[src/verilog/pmc_consts.svh]
// Offsets, field positions, reset values and timing figures of the measurement block
`ifndef PMC_CONSTS_SVH
`define PMC_CONSTS_SVH
// Register offsets (word index on the register port)
`define PMC_OFS_SETUP    8'h01
`define PMC_OFS_BUS      8'h05
`define PMC_OFS_TEMP     8'h06
`define PMC_OFS_CUR      8'h07
`define PMC_OFS_PWR      8'h08
// Setup register reset value and field positions
`define PMC_SETUP_RST    16'hfb68
`define PMC_MODE_HI      15
`define PMC_MODE_LO      12
`define PMC_BCT_HI       11
`define PMC_BCT_LO       9
`define PMC_SCT_HI       8
`define PMC_SCT_LO       6
`define PMC_TCT_HI       5
`define PMC_TCT_LO       3
`define PMC_AVG_HI       2
`define PMC_AVG_LO       0
// Conversion times in microseconds, code 0 to 7
`define PMC_CT0_US       50
`define PMC_CT1_US       84
`define PMC_CT2_US       150
`define PMC_CT3_US       280
`define PMC_CT4_US       540
`define PMC_CT5_US       1052
`define PMC_CT6_US       2074
`define PMC_CT7_US       4120
// Clock period and derived cycles per microsecond
`define PMC_MCLK_NS      25
`define PMC_CYC_PER_US   (1000 / `PMC_MCLK_NS)
// Power = |I| * V >> 6 gives 480 uW per step
`define PMC_PWR_SHIFT    6
`endif

[src/verilog/pmc_pkg.sv]
// Types shared by the measurement block
package pmc_pkg;
  // Sequencer states, one-hot
  typedef enum logic [2:0] {
    PMC_ST_IDLE  = 3'b001,
    PMC_ST_CONV  = 3'b010,
    PMC_ST_STORE = 3'b100
  } pmc_state_t;
  // Register port request
  typedef struct packed {
    logic        wr;
    logic        rd;
    logic [7:0]  addr;
    logic [15:0] wdata;
  } pmc_req_t;
  // Raw converter samples, read at the end of each conversion
  typedef struct packed {
    logic [15:0] bus;
    logic [11:0] temp;
    logic [15:0] cur;
  } pmc_raw_t;
endpackage : pmc_pkg

[src/verilog/pmc_measure.sv]
// Conversion sequencer, averaging and result registers of the power monitor
//
// The implementer's own choice: the address-and-strobe port.
`include "pmc_consts.svh"
module pmc_measure #(
  parameter int CYC_PER_US = `PMC_CYC_PER_US  // Cycles per microsecond
) (
  input  wire logic             mclk,
  input  wire logic             rst_n,
  input  wire pmc_pkg::pmc_req_t req,
  input  wire pmc_pkg::pmc_raw_t raw,
  output logic [23:0]           rdata,
  output logic                  conv_busy
);
  // Configuration and sequencer state
  logic [15:0]         setup_ff;     // Converter setup register
  logic                arm_ff;       // Triggered pass pending or running
  pmc_pkg::pmc_state_t state_ff;     // Sequencer state
  pmc_pkg::pmc_state_t nxt_state;
  logic [1:0]          ch_ff;        // 0 bus, 1 temperature, 2 current
  logic [1:0]          nxt_ch;
  logic [19:0]         tmr_ff;       // Cycles left in this conversion
  logic [10:0]         cnt_ff;       // Samples taken on this channel
  logic signed [26:0]  acc_ff;       // Sample sum
  // Results
  logic [15:0]         bus_voltage_result_ff;      // Bus voltage result
  logic [11:0]         temp_ff;      // Die temperature result
  logic [15:0]         cur_ff;       // Current result
  logic [23:0]         pwr_ff;       // Power result
  logic [23:0]         rdata_ff;     // Read data
  logic                busy_ff;      // Sequencer active
  // Decoded fields
  logic [3:0]          mode;
  logic [2:0]          act;          // Active channels {cur, temp, bus}
  logic                cont;         // Continuous mode with channels
  logic                run;          // Sequencer allowed to start
  logic [3:0]          avg_sh;       // log2 of the sample count
  logic [10:0]         navg;         // Samples per result
  logic                setup_wr;     // Write to the setup register
  logic                conv_end;     // Last cycle of one conversion
  logic                pass_end;     // Last channel stored
  logic [19:0]         load_cyc;     // Timer load for the next channel
  logic signed [26:0]  sample_count_sel;          // Averaged sample
  logic signed [26:0]  raw_ext;      // Sample of the current channel
  logic [16:0]         cur_abs;      // Magnitude of the averaged current
  logic [32:0]         pwr_prod;     // Current times bus voltage

  // Conversion code to clock cycles
  function automatic logic [19:0] ct_cyc(input logic [2:0] code);
    logic [31:0] us;
    case (code)
      3'h0:    us = `PMC_CT0_US;
      3'h1:    us = `PMC_CT1_US;
      3'h2:    us = `PMC_CT2_US;
      3'h3:    us = `PMC_CT3_US;
      3'h4:    us = `PMC_CT4_US;
      3'h5:    us = `PMC_CT5_US;
      3'h6:    us = `PMC_CT6_US;
      default: us = `PMC_CT7_US;
    endcase
    return 20'(us * 32'(CYC_PER_US));
  endfunction : ct_cyc

  // Cycles for one conversion on a channel
  function automatic logic [19:0] ch_cyc(input logic [1:0] ch, input logic [15:0] s);
    case (ch)
      2'd0:    ch_cyc = ct_cyc(s[`PMC_BCT_HI:`PMC_BCT_LO]);
      2'd1:    ch_cyc = ct_cyc(s[`PMC_TCT_HI:`PMC_TCT_LO]);
      default: ch_cyc = ct_cyc(s[`PMC_SCT_HI:`PMC_SCT_LO])
                      + ct_cyc(s[`PMC_TCT_HI:`PMC_TCT_LO]);
    endcase
  endfunction : ch_cyc

  // Mode and field decode
  always_comb begin
    mode = setup_ff[`PMC_MODE_HI:`PMC_MODE_LO];
    case (mode)
      4'h1, 4'h9: act = 3'b001;                  // Bus only
      4'h4, 4'hc: act = 3'b010;                  // Temperature only
      4'h5:       act = 3'b011;                  // Temperature and bus
      4'h6, 4'hd: act = 3'b110;                  // Temperature and current
      4'h7, 4'he: act = 3'b111;                  // All three
      default:    act = 3'b000;                  // Shutdown or reserved
    endcase
    cont = mode[3] && (act != 3'b000);
    run = cont || (arm_ff && (act != 3'b000));
    case (setup_ff[`PMC_AVG_HI:`PMC_AVG_LO])
      3'h0:    avg_sh = 4'd0;
      3'h1:    avg_sh = 4'd2;
      3'h2:    avg_sh = 4'd4;
      3'h3:    avg_sh = 4'd6;
      3'h4:    avg_sh = 4'd7;
      3'h5:    avg_sh = 4'd8;
      3'h6:    avg_sh = 4'd9;
      default: avg_sh = 4'd10;
    endcase
    navg = 11'd1 << avg_sh;
  end

  // Strobes and data path
  always_comb begin
    setup_wr = req.wr && (req.addr == `PMC_OFS_SETUP);
    conv_end = (state_ff == pmc_pkg::PMC_ST_CONV) && (tmr_ff == 20'd1);
    pass_end = (state_ff == pmc_pkg::PMC_ST_STORE) && (ch_ff == 2'd2);
    case (ch_ff)
      2'd0:    raw_ext = 27'(signed'(raw.bus));
      2'd1:    raw_ext = 27'(signed'(raw.temp));
      default: raw_ext = 27'(signed'(raw.cur));
    endcase
    sample_count_sel = acc_ff >>> avg_sh;
    cur_abs = sample_count_sel[15] ? 17'(-sample_count_sel[16:0]) : sample_count_sel[16:0];
    pwr_prod = 33'(cur_abs * bus_voltage_result_ff);
  end

  // Next state and channel
  always_comb begin
    nxt_state = state_ff;
    nxt_ch = ch_ff;
    case (state_ff)
      pmc_pkg::PMC_ST_IDLE: begin
        nxt_ch = 2'd0;
        if (run && !setup_wr) begin
          nxt_state = pmc_pkg::PMC_ST_CONV;
        end
      end
      pmc_pkg::PMC_ST_CONV: begin
        // Skip an inactive channel, or finish after the last sample
        if (!act[ch_ff] || (conv_end && (cnt_ff + 11'd1 == navg))) begin
          nxt_state = pmc_pkg::PMC_ST_STORE;
        end
      end
      pmc_pkg::PMC_ST_STORE: begin
        if (pass_end) begin
          nxt_state = pmc_pkg::PMC_ST_IDLE;
        end else begin
          nxt_state = pmc_pkg::PMC_ST_CONV;
          nxt_ch = ch_ff + 2'd1;
        end
      end
      default: nxt_state = pmc_pkg::PMC_ST_IDLE;
    endcase
    // A setup write aborts the pass so new settings take effect cleanly
    if (setup_wr) begin
      nxt_state = pmc_pkg::PMC_ST_IDLE;
    end
    load_cyc = ch_cyc(nxt_ch, setup_ff);
  end

  // Setup register
  always_ff @(posedge mclk or negedge rst_n) begin
    if (!rst_n) begin
      setup_ff <= `PMC_SETUP_RST;
    end else if (setup_wr) begin
      setup_ff <= req.wdata;
    end
  end

  // Trigger flag: a new triggered write wins over the pass end
  always_ff @(posedge mclk or negedge rst_n) begin
    if (!rst_n) begin
      arm_ff <= 1'b0;
    end else if (setup_wr) begin
      arm_ff <= !req.wdata[`PMC_MODE_HI];
    end else if (pass_end) begin
      arm_ff <= 1'b0;
    end
  end

  // Sequencer state and channel
  always_ff @(posedge mclk or negedge rst_n) begin
    if (!rst_n) begin
      state_ff <= pmc_pkg::PMC_ST_IDLE;
      ch_ff <= 2'd0;
    end else begin
      state_ff <= nxt_state;
      ch_ff <= nxt_ch;
    end
  end

  // Conversion timer, reloaded for every sample
  always_ff @(posedge mclk or negedge rst_n) begin
    if (!rst_n) begin
      tmr_ff <= 20'd0;
    end else if (nxt_state == pmc_pkg::PMC_ST_CONV
                 && (state_ff != pmc_pkg::PMC_ST_CONV || conv_end)) begin
      tmr_ff <= load_cyc;
    end else if (state_ff == pmc_pkg::PMC_ST_CONV && tmr_ff != 20'd0) begin
      tmr_ff <= tmr_ff - 20'd1;
    end
  end

  // Sample counter and accumulator
  always_ff @(posedge mclk or negedge rst_n) begin
    if (!rst_n) begin
      cnt_ff <= 11'd0;
      acc_ff <= 27'sd0;
    end else if (state_ff != pmc_pkg::PMC_ST_CONV) begin
      cnt_ff <= 11'd0;
      acc_ff <= 27'sd0;
    end else if (conv_end) begin
      cnt_ff <= cnt_ff + 11'd1;
      acc_ff <= acc_ff + raw_ext;
    end
  end

  // Results, each written whole in one cycle; the port never writes them
  always_ff @(posedge mclk or negedge rst_n) begin
    if (!rst_n) begin
      bus_voltage_result_ff <= 16'h0000;
      temp_ff <= 12'h000;
      cur_ff <= 16'h0000;
      pwr_ff <= 24'h000000;
    end else if (state_ff == pmc_pkg::PMC_ST_STORE && act[ch_ff]) begin
      case (ch_ff)
        2'd0: bus_voltage_result_ff <= sample_count_sel[15] ? 16'h0000 : sample_count_sel[15:0];
        2'd1: temp_ff <= sample_count_sel[11:0];
        default: begin
          cur_ff <= sample_count_sel[15:0];
          pwr_ff <= (|pwr_prod[32:`PMC_PWR_SHIFT + 24]) ? 24'hffffff
                    : pwr_prod[`PMC_PWR_SHIFT + 23:`PMC_PWR_SHIFT];
        end
      endcase
    end
  end

  // Read data, valid the cycle after the read strobe
  always_ff @(posedge mclk or negedge rst_n) begin
    if (!rst_n) begin
      rdata_ff <= 24'h000000;
    end else if (req.rd) begin
      case (req.addr)
        `PMC_OFS_SETUP: rdata_ff <= {8'h00, setup_ff};
        `PMC_OFS_BUS:   rdata_ff <= {8'h00, bus_voltage_result_ff};
        `PMC_OFS_TEMP:  rdata_ff <= {8'h00, temp_ff, 4'h0};
        `PMC_OFS_CUR:   rdata_ff <= {8'h00, cur_ff};
        `PMC_OFS_PWR:   rdata_ff <= pwr_ff;
        default:        rdata_ff <= 24'h000000;
      endcase
    end else begin
      rdata_ff <= 24'h000000;
    end
  end

  // Busy flag
  always_ff @(posedge mclk or negedge rst_n) begin
    if (!rst_n) begin
      busy_ff <= 1'b0;
    end else begin
      busy_ff <= (nxt_state != pmc_pkg::PMC_ST_IDLE);
    end
  end

  assign rdata = rdata_ff;
  assign conv_busy = busy_ff;
endmodule : pmc_measure

[config.mk]
export PLATFORM = sky130hd
export DESIGN_NAME = pmc_measure
export DESIGN_NICKNAME = d
export VERILOG_FILES = /design/src/verilog/pmc_pkg.sv /design/src/verilog/pmc_measure.sv
export VERILOG_INCLUDE_DIRS = /design/src /design/src/verilog
export SDC_FILE = /design/constraint.sdc
export NUM_CORES = 1
export LEC_CHECK = 0
export BUFFER_PORTS_ARGS = -buffer_cell sky130_fd_sc_hd__buf_2
export CAP_MARGIN = 25
export CORE_AREA = 3 3 225 227
export DETAILED_ROUTE_END_ITERATION = 6
export DIE_AREA = 0 0 228 230
export SETUP_SLACK_MARGIN = 0.15
export SLEW_MARGIN = 30
export SYNTH_ARGS = -nofsm -noshare
export SYNTH_HDL_FRONTEND = slang
export SYNTH_SLANG_ARGS = --single-unit
[constraint.sdc]
create_clock -name mclk -period 12.16 [get_ports mclk]
set_clock_uncertainty 0.2 [all_clocks]
set_input_delay 2.432 -clock mclk [delete_from_list [all_inputs] [get_ports mclk]]
set_output_delay 2.432 -clock mclk [all_outputs]
set_load 0.01 [all_outputs]
; Word level (Yosys, flattened, before mapping)
; Memories as Yosys holds them, arrays and structs flattened.
; Index checks and enable logic that the tools add are counted.
[classes]
n_addsub = 6
n_mul = 5
n_div = 0
n_lt_le_gt_ge = 1
eq_ne = 40
shift = 2
muxes = 32
bitwise = 1
n_reduce_logical = 33
[op_table]
columns = operator, count
row1 = one-hot mux 13 bit (7 select lines), 3
row2 = multiplier 32 x 3 -> 17 bit (second input constant), 4
row3 = two-way mux 32 bit, 4
row4 = one-hot mux 24 bit (5 select lines), 1
row5 = two-way mux 27 bit, 2
row6 = one-hot mux 27 bit (2 select lines), 1
row7 = two-way mux 24 bit, 2
row8 = two-way mux 20 bit, 2
row9 = one-hot mux 20 bit (2 select lines), 1
row10 = == test 3 bit (second input constant), 13
row11 = multiplier 17 x 16 -> 33 bit, 1
row12 = == test 3 x 2 -> 1 bit (second input constant), 10
row13 = one-hot mux 4 bit (7 select lines), 1
row14 = adder 27 bit, 1
row15 = >>> shifter 27 x 4 -> 17 bit, 1
row16 = == test 8 x 3 -> 1 bit (second input constant), 3
row17 = two-way mux 11 bit, 2
row18 = adder 20 bit, 1
row19 = == test 20 x 1 -> 1 bit (second input constant), 1
row20 = nonzero test 20 bit, 1
row21 = subtractor 20 x 1 -> 20 bit (second input constant), 1
row22 = two-way mux 17 bit, 1
row23 = negation 17 bit, 1
row24 = == test 3 x 1 -> 1 bit (second input constant), 5
row25 = 29 further kinds, 57
[word_totals]
ff_bits = 173
latch_bits = 0
ramBits = 0
rom_bits = 48
out_inout_bits = 25
memories = 1
[memory_table]
columns = name, depth, word_bits, rd, rd_ports_with_merged_regs, write_ports, line_no
row1 = (no name shown), 16, 3, 1, 0, 0, pmc_measure.sv:77  ; case (mode)

; Depth between registers and ports, before layout
[logic_depth]
word_depth = 12
depth_mapped = 40
ltp_nobuf = 34

; Worst setup path before layout
; No wires, ideal clock.
[synth_timing]
path_type = register -> register
from = register setup_ff[2]
to = register pwr_ff[23]
setup_time_ns = 0.126
t_arrival_ns = 8.779
setup_slack_ns = 3.055
stages_incl_launch_ff = 34
n_path_buf = 3
period_less_slack_ns = 9.105
path_cell_list = dfrtp_1 -> buf_2 -> inv_2 -> nor2_1 -> mux4_2 -> mux4_2 -> a21o_1 -> inv_2 -> and2_1 -> a31oi_1 -> xnor2_1 -> clkbuf_1 -> nand2_1 -> fa_1 -> inv_1 -> fa_1 -> fa_1 -> fa_1 -> fa_1 -> inv_1 -> fa_1 -> inv_1 -> ha_1 -> a21o_1 -> a21o_1 -> a21oi_1 -> o21ai_0 -> a221oi_1 -> o21ai_0 -> a221oi_1 -> a21oi_1 -> or3_1 -> buf_2 -> o32a_1
[synth_via]
elab_chain_cells = 8
[synth_lines]
columns = item, line_no
row1 = from (decl), pmc_measure.sv:16  ; logic [15:0] setup_ff;
row2 = from (signal assigned), pmc_measure.sv:152  ; setup_ff <= `PMC_SETUP_RST;
row3 = from (signal assigned), pmc_measure.sv:154  ; setup_ff <= req.wdata;
row4 = "== test 3 bit, or another cell as far along", pmc_measure.sv:87  ; case (setup_ff[`PMC_AVG_HI:`PMC_AVG_LO])
row5 = one-hot mux 4 bit (7 select lines) (*), pmc_measure.sv:87
row6 = >>> shifter 27 x 4 -> 17 bit (*), pmc_measure.sv:110  ; sample_count_sel = acc_ff >>> avg_sh;
row7 = negation 17 bit, pmc_measure.sv:111  ; cur_abs = sample_count_sel[15] ? 17'(-sample_count_sel[16:0]) : sample_count_sel[16:0];
row8 = two-way mux 17 bit (*), pmc_measure.sv:111
row9 = multiplier 17 x 16 -> 33 bit (*), pmc_measure.sv:112  ; pwr_prod = 33'(cur_abs * bus_voltage_result_ff);
row10 = OR reduction 3 bit, pmc_measure.sv:219  ; pwr_ff <= (|pwr_prod[32:`PMC_PWR_SHIFT + 24]) ? 24'hffffff
row11 = two-way mux 24 bit (*), pmc_measure.sv:219
row12 = to (signal assigned), pmc_measure.sv:219
row13 = to (decl), pmc_measure.sv:29  ; logic [23:0] pwr_ff;
; Mark *: on every way between the ends. The rest lies on a longest branch, timed or not.
; A chain may end at the register's enable or synchronous reset.

; Final worst setup path
; Ends and elaborated chain as after synthesis.

==> impl_metrics.ini <==
[floorplan]
die_w_um = 228
die_y_um = 230
start_util_pct = 44.66
die_area_um2 = 52440
core.rowCount = 81
core_region_area_um2 = 48850
num_io_pins = 97

[sta]
rsz0062_at_grt = no
post-route-period-util_pct = 93.01
fmax_mhz = 88.42
relSlewSlack_pct = 32.88
setup_violations = 0
period_needed_ps = 11310
fin_tns_setup_ps = 0
hold_violations = 0
drv_slew = 0
worstMarginPinSlew_ps = 1007

[cts]
postCtsHoldBufs = 0
tritoncts = done
htreeDepth = 4
cts_setup_buffers = 0
cts_root_buf = clkbuf_16
cts_resized = 0
clk_pin_slew_worst_paths_ps = 80
cts.sinks = 172
cts_buffers = 17
clockBufferDepth = 2
clock_latency_ps = 460

[logic_synthesis]
ys_seq_area_share_pct = 19.79
synthArstFlopShare_pct = 100.0
netlist_instances = 2521
syn_area_um2 = 21820
synth_warnings = 0
ys_types = 84
syn_avg_cell_area_um2 = 8.654
synth_edf_count = 0
synth.ff_latch_count = 172
ys.flop_type = dfrtp_1

[placed_design]
routabilityCongestion = 0.9346
placedCellCount = 3195
io_buffers = 96
dp_hpwl_um = 46050

[drt]
drtAntennaViolNets = 0
wl_per_cell_um = 18.74
firstDrtPassIters = 7
vias_per_cell = 5.467
drcViolationCount = 0
drt_iter0_markers = 1093
vias = 17648
drt-total-wl_um = 60490

[global_route]
grt_pass1_wl_um = 98240
grt_start_max_net_pins = 107
grt_overflow = 0
grt_pass1_vias = 18189
antenna_found_initial = 2
grt_use_total_pct = 23.47

[power]
p_per_area_nw_per_um2 = 62.90
cellLeakagePower_nw = 11.80
ir_drop_mv = 0.09997

[cells_and_area]
nets = 3027
syn2layout_area_growth_pct = 7.994
drive_above_1_share_pct = 10.14
layout_common_cells = nand2_1, inv_1, ha_1
final_common_cell = nand2_1
finalNonFillerCells = 3228

[critical_path]
start_kind = register
cpPeakStageDelay_ps = 690
critPathKind = reg2reg
arrival_ps = 11440
path_common_cell = fa_1
crit_fanout = 24
required_ps = 12290
end_kind = register
cp_slowest_cell = or3_1

[hold_path]
holdCritPathClass = reg2reg

[run_status]
status = complete, no violations

[flow_run]
maxCapViolCount = 0
[Yosys cell counts (all sizes together), types with 8 or more instances]
cell / number / area share (%)
mux2: 34 / 1.8
dfrtp: 161 / 18
nand2: 398 / 6.9
or3: 14 / 0.40
a21boi: 8 / 0.28
buf: 37 / 1.1
inv: 290 / 5.0
a22oi: 21 / 0.72
nor3: 39 / 0.92
ha: 210 / 12
o21ai: 106 / 2.4
a31oi: 22 / 0.66
o21a: 19 / 0.65
fa: 195 / 18
and3: 27 / 0.77
o21bai: 8 / 0.28
nor2b: 28 / 0.84
xor2: 36 / 1.5
clkbuf: 85 / 1.5
o31ai: 8 / 0.30
nand3: 38 / 0.93
nor2: 127 / 2.2
a21oi: 137 / 3.2
xnor2: 73 / 3.1
mux2i: 58 / 2.7
a21o: 39 / 1.3
mux4: 18 / 1.9
dfstp: 11 / 1.3
nand2b: 13 / 0.37
nor4: 8 / 0.26
o22a: 24 / 0.96
o211ai: 11 / 0.38
and2: 135 / 3.9
[worst max-delay path, delay by kind of cell (launching register included)]
| kind | cells | cell delay, ps |
|---|---|---|
| flops | 1 | 530 |
| xor+xnor | 2 | 1150 |
| simple gates | 10 | 2220 |
| buf+inv | 5 | 700 |
| mux | 3 | 1020 |
| compound gates | 7 | 1880 |
| fa+ha+maj | 7 | 3450 |
[cell type report]
type,instances,area [um^2]
fillers,4821,25290
well taps,664,830.8
multi-input cells,1940,15940
flip-flops and latches,172,4318
clock inverters,15,216.5
inverters,291,1092
clock buffers,17,425.4
diodes,1,2.502
repair buffers,128,734.5
[metal layers]
metal	up-vias	share of wire, %	track usage (%)
li1	8420	-	-
met1	8768	44	30.53
met2	373	49	40.81
met3	87	4.2	3.035
met4	0	2.6	7.202
met5	-	0	0
[final timing paths]
| check | from | endpoint | slack [ps] | cells past startpoint |
|---|---|---|---|---|
| setup / recovery | setup_ff[2] | pwr_ff[23] | 850 | 34 |
| hold / removal | cur_ff[4] | cur_ff[4] | 280 | 2 |
| setup reg to reg | setup_ff[2] | pwr_ff[23] | 850 | 34 |
| hold reg to reg | cur_ff[4] | cur_ff[4] | 280 | 2 |
| max in group asynchronous | rst_n | pwr_ff[23] | 8500 | 2 |
| min in group asynchronous | rst_n | tmr_ff[6] | 1840 | 1 |
[registers in the layout, summed over array words and instances, names as in the netlist]
signal and flops:
acc_ff 27, pwr_ff 24, rdata 24, tmr_ff 20, cur_ff 16, setup_ff 16, bus_voltage_result_ff 15, temp_ff 12
cnt_ff 11, state_ff 3, ch_ff 2, arm_ff 1, conv_busy 1
[logic make-up after synthesis]
logic type | Yosys count | synth area share (%)
DFF | 172 | 19.79
xor gates and xnor gates | 109 | 4.565
muxes | 110 | 6.366
other | 1 | 0.01719
buffers and inverters | 413 | 7.559
and+or+nand+nor | 861 | 18.62
AOI/OAI and AO/OA | 450 | 13.14
adders and majority gates | 405 | 29.94
[power breakdown]
group / switching, mW / internal [mW] / leakage (nW)
logic: 0.157 / 0.111 / 9.20
registers: 0.0222 / 0.589 / 2.29
clock network: 0.285 / 0.319 / 0.313
total: 0.464 / 1.02 / 11.8
[stage by stage]
| step | setup WS (ps) | utilization (%) | cell area, um^2 | hold slack (ps) | power, mW |
|---|---|---|---|---|---|
| 4_1_cts | 966.2 | 48.20 | 23550 | 282.7 | 1.494 |
| 3_5_place_dp | 1011 | 46.89 | 22900 | 261.5 | 0.8877 |
| 6_report | 849.9 | 48.23 | 23560 | 279.5 | 1.482 |
| 5_1_grt | 197.6 | 48.23 | 23560 | 298.2 | 1.547 |
| 2_1_floorplan | 3055 | - | 21830 | 240.7 | 0.8075 |
| 3_3_place_gp | 1028 | 46.84 | 22880 | 258.8 | 0.8810 |
No activity file was read; power rests on OpenSTA's default activity.
